==> src/design/ulc_pkg.sv <==
// ulc_pkg: constants and carriers for the usb link control and address block
// assumes a 32-bit avalon-mm slave with word-aligned registers
package ulc_pkg;
	localparam logic [3:0] ULC_OFS_CTL    = 4'h0;
	localparam logic [3:0] ULC_OFS_ADDR   = 4'h4;
	localparam logic [3:0] ULC_OFS_TOKEN  = 4'h8;
	localparam logic [3:0] ULC_OFS_STATUS = 4'hc;
	localparam int CTL_LIVE_J_STATE  = 7;
	localparam int CTL_SE0     = 6;
	localparam int CTL_SUSP    = 5;
	localparam int CTL_RESET   = 4;
	localparam int CTL_HOST    = 3;
	localparam int CTL_RESUME  = 2;
	localparam int CTL_PINGPONG_BANK_CLEAR  = 1;
	localparam int CTL_EN      = 0;
	localparam int ADDR_LS     = 7;
	localparam logic [7:0] ULC_CTL_RST  = 8'h00;
	localparam logic [7:0] ULC_ADDR_RST = 8'h00;
	localparam logic [3:0] PID_OUT   = 4'h1;
	localparam logic [3:0] PID_IN    = 4'h9;
	localparam logic [3:0] PID_SETUP = 4'hd;
	localparam logic [31:0] ULC_UNMAPPED = 32'h0000_0000;

	typedef enum logic [1:0]
	{
		ULC_TT_NONE  = 2'b00,
		ULC_TT_OUT   = 2'b01,
		ULC_TT_IN    = 2'b10,
		ULC_TT_SETUP = 2'b11
	} ulc_tok_kind_t;

	typedef enum logic [1:0]
	{
		ULC_ST_IDLE = 2'b00,
		ULC_ST_PRE  = 2'b01,
		ULC_ST_BUSY = 2'b10
	} ulc_state_t;

	// command handed to the serial engine for a host token
	typedef struct packed
	{
		ulc_tok_kind_t kind;
		logic [3:0]    endpt;
		logic [6:0]    dev_addr;
		logic          slow;
	} ulc_token_cmd_t;

	// live line state and engine events from the serial engine
	typedef struct packed
	{
		logic j_raw;
		logic se0;
		logic setup_rx;
		logic bus_reset_rx;
		logic token_done;
		logic preamble_done;
	} ulc_sie_evt_t;
endpackage : ulc_pkg

==> src/design/ulc_link_ctrl.sv <==
// ulc_link_ctrl: control and bus address registers of a usb fs/ls controller
// assumes an avalon-mm master on sys_clk and a serial engine that reports
// line state and events synchronously on the same clock
module ulc_link_ctrl
	import ulc_pkg::*;
(
	input  wire logic           sys_clk,
	input  wire logic           rst_n,
	input  wire logic [3:0]     avs_address,
	input  wire logic           avs_read,
	input  wire logic           avs_write,
	input  wire logic [31:0]    avs_writedata,
	input  wire logic [3:0]     avs_byteenable,
	output logic [31:0]         avs_readdata,
	output logic                avs_waitrequest,
	input  wire ulc_sie_evt_t   sie_evt,
	output ulc_token_cmd_t      token_cmd_q,
	output logic                token_start_q,
	output logic                preamble_req_q,
	output logic                drive_bus_reset,
	output logic                drive_resume,
	output logic                ls_eop_pulse_q,
	output logic                pingpong_bank_clear_q,
	output logic                engine_reset_q,
	output logic                sof_enable,
	output logic                packet_xfer_enable,
	output logic                addr_match_enable,
	output logic [6:0]          own_address
);

	logic [7:0]      ctl_q;
	logic [7:0]      addr_q;
	logic            flag5_q;
	logic [7:0]      tok_q;
	ulc_state_t      state_q;
	logic            ack_q;
	logic            req;
	logic            wr_ctl;
	logic            wr_addr;
	logic            wr_tok;
	logic [7:0]      wdat;
	logic            host;
	logic            live_j;

	function automatic ulc_tok_kind_t pid_kind(input logic [3:0] pid);
		case (pid)
			PID_OUT:   pid_kind = ULC_TT_OUT;
			PID_IN:    pid_kind = ULC_TT_IN;
			PID_SETUP: pid_kind = ULC_TT_SETUP;
			default:   pid_kind = ULC_TT_NONE;
		endcase
	endfunction : pid_kind

	// one wait cycle per access: request taken at the edge where ack_q is 1
	assign req             = avs_read | avs_write;
	assign avs_waitrequest = req & ~ack_q;
	assign wdat            = avs_writedata[7:0];
	assign wr_ctl  = avs_write & ack_q & avs_byteenable[0]
		& (avs_address == ULC_OFS_CTL);
	assign wr_addr = avs_write & ack_q & avs_byteenable[0]
		& (avs_address == ULC_OFS_ADDR);
	assign wr_tok  = avs_write & ack_q & avs_byteenable[0]
		& (avs_address == ULC_OFS_TOKEN);
	assign host    = ctl_q[CTL_HOST];
	// j is d+ high at full speed, d- high at low speed
	assign live_j  = sie_evt.j_raw ^ addr_q[ADDR_LS];

	always_ff @(posedge sys_clk)
	begin
		if (!rst_n)
			ack_q <= 1'b0;
		else
			ack_q <= req & ~ack_q;
	end

	always_ff @(posedge sys_clk)
	begin
		if (!rst_n)
			avs_readdata <= ULC_UNMAPPED;
		else if (avs_read & ~ack_q)
		begin
			case (avs_address)
				ULC_OFS_CTL:    avs_readdata <= {24'h000000, live_j,
					sie_evt.se0, flag5_q, ctl_q[4:0]};
				ULC_OFS_ADDR:   avs_readdata <= {24'h000000, addr_q};
				ULC_OFS_TOKEN:  avs_readdata <= {24'h000000, tok_q};
				ULC_OFS_STATUS: avs_readdata <= {30'h00000000,
					state_q};
				default:        avs_readdata <= ULC_UNMAPPED;
			endcase
		end
	end

	// bits 7 and 6 are never stored, so writes to them vanish
	always_ff @(posedge sys_clk)
	begin
		if (!rst_n)
			ctl_q <= ULC_CTL_RST;
		else if (wr_ctl)
			ctl_q <= {3'b000, wdat[4:0]};
	end

	// bit 5: hardware set wins over a software clear in the same cycle
	always_ff @(posedge sys_clk)
	begin
		if (!rst_n)
			flag5_q <= 1'b0;
		else if (host)
			flag5_q <= (state_q != ULC_ST_IDLE) | wr_tok;
		else if (sie_evt.setup_rx & ctl_q[CTL_EN])
			flag5_q <= 1'b1;
		else if (wr_ctl & ~wdat[CTL_SUSP])
			flag5_q <= 1'b0;
	end

	always_ff @(posedge sys_clk)
	begin
		if (!rst_n)
			addr_q <= ULC_ADDR_RST;
		else if (~host & sie_evt.bus_reset_rx)
			addr_q <= ULC_ADDR_RST;
		else if (wr_addr)
			addr_q <= wdat;
	end

	always_ff @(posedge sys_clk)
	begin
		if (!rst_n)
			tok_q <= 8'h00;
		else if (wr_tok)
			tok_q <= wdat;
	end

	// a token written while busy is dropped; software must poll first
	always_ff @(posedge sys_clk)
	begin
		if (!rst_n)
		begin
			state_q        <= ULC_ST_IDLE;
			token_start_q  <= 1'b0;
			preamble_req_q <= 1'b0;
			token_cmd_q    <= '0;
		end
		else
		begin
			token_start_q  <= 1'b0;
			preamble_req_q <= 1'b0;
			case (state_q)
				ULC_ST_IDLE:
				begin
					if (wr_tok & host & ctl_q[CTL_EN]
						& (pid_kind(wdat[7:4]) != ULC_TT_NONE))
					begin
						token_cmd_q.kind     <= pid_kind(wdat[7:4]);
						token_cmd_q.endpt    <= wdat[3:0];
						token_cmd_q.dev_addr <= addr_q[6:0];
						token_cmd_q.slow     <= addr_q[ADDR_LS];
						if (addr_q[ADDR_LS])
						begin
							preamble_req_q <= 1'b1;
							state_q        <= ULC_ST_PRE;
						end
						else
						begin
							token_start_q <= 1'b1;
							state_q       <= ULC_ST_BUSY;
						end
					end
				end
				ULC_ST_PRE:
				begin
					if (sie_evt.preamble_done)
					begin
						token_start_q <= 1'b1;
						state_q       <= ULC_ST_BUSY;
					end
				end
				ULC_ST_BUSY:
				begin
					if (sie_evt.token_done)
						state_q <= ULC_ST_IDLE;
				end
				default: state_q <= ULC_ST_IDLE;
			endcase
			if (!host | !ctl_q[CTL_EN])
				state_q <= ULC_ST_IDLE;
		end
	end

	// ping-pong clear and engine reset: one-cycle pulses
	always_ff @(posedge sys_clk)
	begin
		if (!rst_n)
		begin
			pingpong_bank_clear_q <= 1'b0;
			engine_reset_q        <= 1'b0;
		end
		else
		begin
			pingpong_bank_clear_q <= wr_ctl & (wdat[CTL_PINGPONG_BANK_CLEAR]
				| (wdat[CTL_EN] & ~ctl_q[CTL_EN]));
			engine_reset_q <= wr_ctl & wdat[CTL_EN]
				& ~ctl_q[CTL_EN];
		end
	end

	// falling edge of resume in host role adds a low-speed eop
	always_ff @(posedge sys_clk)
	begin
		if (!rst_n)
			ls_eop_pulse_q <= 1'b0;
		else
			ls_eop_pulse_q <= host & ctl_q[CTL_RESUME]
				& wr_ctl & ~wdat[CTL_RESUME];
	end

	assign drive_bus_reset    = host & ctl_q[CTL_RESET];
	assign drive_resume       = ctl_q[CTL_RESUME];
	assign sof_enable         = host & ctl_q[CTL_EN];
	assign packet_xfer_enable = ctl_q[CTL_EN] & (host | ~flag5_q);
	assign addr_match_enable  = ~host & ctl_q[CTL_EN];
	assign own_address        = addr_q[6:0];

	a_reset_drive: assert property (@(posedge sys_clk) disable iff (!rst_n)
		drive_bus_reset |-> ctl_q[CTL_HOST])
		else $error("bus reset driven outside host role");
	a_setup_suspend: assert property (@(posedge sys_clk) disable iff (!rst_n)
		(!host && ctl_q[CTL_EN] && sie_evt.setup_rx && !$past(host))
		|=> flag5_q)
		else $error("setup did not set suspend flag");
	a_suspend_gate: assert property (@(posedge sys_clk) disable iff (!rst_n)
		(!host && flag5_q) |-> !packet_xfer_enable)
		else $error("packet traffic while suspended");
	a_busy_flag: assert property (@(posedge sys_clk) disable iff (!rst_n)
		(host && state_q != ULC_ST_IDLE && $past(host)) |=> flag5_q)
		else $error("busy flag low while token runs");
	a_addr_busreset: assert property (@(posedge sys_clk) disable iff (!rst_n)
		(!host && sie_evt.bus_reset_rx) |=> addr_q == ULC_ADDR_RST)
		else $error("address not cleared by bus reset");
	a_pingpong_bank_clear_pulse: assert property (@(posedge sys_clk) disable iff (!rst_n)
		(wr_ctl && wdat[CTL_PINGPONG_BANK_CLEAR]) |=> pingpong_bank_clear_q ##1
		!pingpong_bank_clear_q || $past(wr_ctl))
		else $error("ping-pong clear missing");
	a_ls_preamble: assert property (@(posedge sys_clk) disable iff (!rst_n)
		(state_q == ULC_ST_IDLE && wr_tok && host && ctl_q[CTL_EN]
		&& addr_q[ADDR_LS] && pid_kind(wdat[7:4]) != ULC_TT_NONE)
		|=> preamble_req_q && !token_start_q)
		else $error("low-speed token without preamble");
	a_fs_start: assert property (@(posedge sys_clk) disable iff (!rst_n)
		(state_q == ULC_ST_IDLE && wr_tok && host && ctl_q[CTL_EN]
		&& !addr_q[ADDR_LS] && wdat[7:4] == PID_IN)
		|=> token_start_q && token_cmd_q.kind == ULC_TT_IN)
		else $error("in token not started");
	a_sof_stop: assert property (@(posedge sys_clk) disable iff (!rst_n)
		!ctl_q[CTL_EN] |-> !sof_enable)
		else $error("sof while disabled");
	a_ls_eop: assert property (@(posedge sys_clk) disable iff (!rst_n)
		(host && ctl_q[CTL_RESUME] && wr_ctl && !wdat[CTL_RESUME])
		|=> ls_eop_pulse_q)
		else $error("no eop after resume");
	a_bus_wait: assert property (@(posedge sys_clk) disable iff (!rst_n)
		(req && !ack_q) |=> !avs_waitrequest || !req)
		else $error("waitrequest held too long");

	c_host_token: cover property (@(posedge sys_clk) disable iff (!rst_n)
		token_start_q);
	c_ls_token: cover property (@(posedge sys_clk) disable iff (!rst_n)
		preamble_req_q);
	c_setup_susp: cover property (@(posedge sys_clk) disable iff (!rst_n)
		!host && $rose(flag5_q));
	c_bus_reset: cover property (@(posedge sys_clk) disable iff (!rst_n)
		drive_bus_reset);

endmodule : ulc_link_ctrl

==> config.mk <==
export PLATFORM = sky130hd
export DESIGN_NAME = ulc_link_ctrl
export DESIGN_NICKNAME = d
export VERILOG_FILES = /design/src/design/ulc_pkg.sv /design/src/design/ulc_link_ctrl.sv
export SDC_FILE = /design/constraint.sdc
export NUM_CORES = 1
export LEC_CHECK = 0
export ABC_AREA = 1
export BUFFER_PORTS_ARGS = -buffer_cell sky130_fd_sc_hd__buf_2
export CAP_MARGIN = 20
export CELL_PAD_IN_SITES_DETAIL_PLACEMENT = 0
export CELL_PAD_IN_SITES_GLOBAL_PLACEMENT = 1
export CORE_UTILIZATION = 31
export DETAILED_ROUTE_END_ITERATION = 16
export GPL_ROUTABILITY_DRIVEN = 0
export PLACE_DENSITY = 0.79
export SLEW_MARGIN = 20
export SYNTH_ARGS = -nofsm -noshare
export SYNTH_HDL_FRONTEND = slang
export SYNTH_SLANG_ARGS = --single-unit
==> constraint.sdc <==
create_clock -name sys_clk -period 2.1 [get_ports sys_clk]
set_clock_uncertainty 0.15 [all_clocks]
set_input_delay 0.42 -clock sys_clk [delete_from_list [all_inputs] [get_ports sys_clk]]
set_output_delay 0.42 -clock sys_clk [all_outputs]
set_load 0.02 [all_outputs]
==> key figures <==
Route
  – Routed len/inst: 11.6 µm
  – Post-Route WL: 5950 µm
  – DR DRC count: 0
  – DR iter-0 viols: 62
  – Antenna-violating nets left: 0
  – Routed vias/inst: 4.34
  – Via count: 2236
  – Router iterations before antenna repair: 4

Logic synthesis
  – Synth warn: 0
  – Seq/Total Area, Yosys: 0.422
  – Cell area after synthesis: 2470 µm²
  – Post-synthesis cell type count: 25
  – Synth Area per Inst: 7.03 µm²
  – Most used DFF post-synth: dfxtp_1
  – Cells after Synth: 351
  – Yosys reg bits: 52
  – Number of synthesized flops with an enable pin: 0
  – Post-synth ARST share: 0

Power
  – Leak Pwr: 1.45 nW
  – Pwr Density: 628 nW/µm²
  – Worst vdd ir: 0.249 mV

Finish
  – Area Overhead vs Synth: 17.6%
  – Fin nets: 462
  – Fin area: 2900 µm²
  – # diodes: 0
  – Layout cells sized above 1: 0.220

Global routing
  – First-pass GRT wire length: 9830 µm
  – Tot GR Track Use: 0.151
  – Largest net degree at the start of global routing: 20
  – Grt ovf: 0
  – Initial antenna violation count: 0
  – Vias in the first global route: 2016

Outcome
  – Status: finished clean

Setup path
  – R2R cell count: 9
  – Flop2flop setup slack: 390 ps
  – Slowest Stage Delay on Critical Path: 450 ps
  – CP required: 1530 ps
  – Reg2reg start: ctl_q[0]
  – Worst R2R End: token_cmd_q[10]
  – WP buf/inv: 2
  – CP max FO: 6
  – CP arrival: 1360 ps
  – Cell Chain, Critical Path: inv_1 -> o21ai_0 -> buf_2
  – Slowest cell on the critical path: dfxtp_1
  – CP top delay family: flip-flops
  – Critical path class: reg2out
  – CP endpoint kind: output pin
  – Crit path launch type: flop

STA
  – Final setup viols: 0
  – Tmin final: 1930 ps
  – Final Hold Fails: 0
  – Hold WS: 195 ps
  – RSZ-0062 raised after global routing: false
  – Fmax: 518 MHz
  – Max Slew Vio Count: 0
  – Final period utilization: 0.919
  – Setup TNS: 0 ps

Clocking
  – CTS root buffer: clkbuf_8
  – Skew-Pair Late Insertion Delay: 310 ps
  – Post-CTS Setup Bufs: 0
  – H-tree depth: 2
  – TritonCTS clock tree: built
  – Post-CTS sizing: 0
  – Hold_buf cts: 0
  – Clock Tree Buf Depth: 2
  – CTS clk-pin slew, worst paths: 100 ps
  – # clock sinks: 52
  – Total CTS buffers: 5

Placed design
  – Post-DP HPWL: 4590 µm
  – Port Buffers: 62
  – Area after DPL: 2790 µm²

Floorplan
  – Die Wd: 91.2 µm
  – Die height: 91.2 µm
  – Die area: 8320 µm²
  – Top-level I/O count: 114
  – Rows: 32
  – Starting Density: 0.319
  – CORE AREA: 7730 µm²

Min path
  – Hold endpoint: ls_eop_pulse_q
  – Hold crit path type: in2reg
  – WHS Path Cells: 2
  – Worst Hold Launch: avs_writedata[2]

Flow run
  – Max-Cap Viols: 0
==> report_power, final <==
group / internal, mW / leakage (nW) / switching, mW / total (mW)
Sequential: 0.989 / 0.419 / 0.00223 / 0.991
Clock: 0.353 / 0.0541 / 0.332 / 0.685
Combinational: 0.0367 / 0.974 / 0.110 / 0.147
Total: 1.38 / 1.45 / 0.445 / 1.82
==> cell usage in the layout (no fill, tap or decap), types with 2 or more instances in the layout <==
cell and n:
nand2_1 70, buf_2 62, nor2_1 54, dfxtp_1 52, inv_1 35, o21ai_0 30, nand3_1 24, conb_1 24
a21oi_1 23, buf_4 8, clkbuf_8 5, nor2_4 4, nand2_2 2, inv_2 2, nor2_2 2, nand3_2 2
nor3_1 2, nand4_1 2
==> registers in the layout (all words and copies together) (netlist names) <==
signal,count
ctl_q,5
avs_readdata,8
engine_reset_q,1
ack_q,1
state_q,2
tok_q,8
flag5_q,1
token_cmd_q,14
token_start_q,1
preamble_req_q,1
ls_eop_pulse_q,1
pingpong_bank_clear_q,1
addr_q,8
==> worst max-delay path by stage <==
stage / to / cells past startpoint / start
after CTS: packet_xfer_enable / 3 / ctl_q[0]
final: packet_xfer_enable / 3 / ctl_q[0]
after global routing: packet_xfer_enable / 3 / ctl_q[0]
after detailed placement: token_cmd_q[5] / 10 / avs_writedata[4]
after floorplan: token_cmd_q[10] / 8 / avs_writedata[4]
after global placement: token_cmd_q[8] / 9 / avs_writedata[4]
==> routing by layer <==
metal / GRT usage / part of all wire / vias up
met5: 0 / 0 / -
met4: 0.0437 / 0.013 / 0
met3: 0.0293 / 0.055 / 7
met2: 0.246 / 0.45 / 56
met1: 0.202 / 0.48 / 1004
li1: - / - / 1169
==> cell families after synthesis <==
kind of cell	Yosys count	share of synthesized area
DFF	52	0.422
buffers and inverters	78	0.172
and+or+nand+nor	165	0.291
other	1	0.00152
xor gates and xnor gates	1	0.00355
AOI/OAI and AO/OA	54	0.111
==> cells in the mapped netlist, types with 3 or more instances <==
cell type	instances	area [µm²]
clkbuf_1	4	15.0
inv_1	35	131
buf_2	3	15.0
a21oi_1	23	115
nand2_1	70	263
nand3_1	24	120
nor2_1	54	203
o21ai_0	30	150
dfxtp_1	52	1040
buf_4	32	240
nor2_4	4	45.0
==> area by class of cell <==
type / instances / area, µm²
fill: 856 / 4830
multi-input combinational: 244 / 1090
sequential: 52 / 1040
timing repair buffer: 71 / 390
inverter: 38 / 143
tap: 102 / 128
clock buffer: 5 / 68.8
clock inverter: 3 / 42.5
==> per-stage QoR <==
| stage | instances | utilization | worst slack, ps | total power, mW |
|---|---|---|---|---|
| global route | 515 | 0.375 | 143 | 1.90 |
| floorplan | 374 | - | 537 | 1.14 |
| CTS | 515 | 0.375 | 203 | 1.85 |
| finish | 515 | 0.375 | 171 | 1.82 |
| global placement | 507 | 0.361 | 235 | 1.16 |
| detailed placement | 507 | 0.361 | 241 | 1.16 |
(Power assumes the default switching activity.)
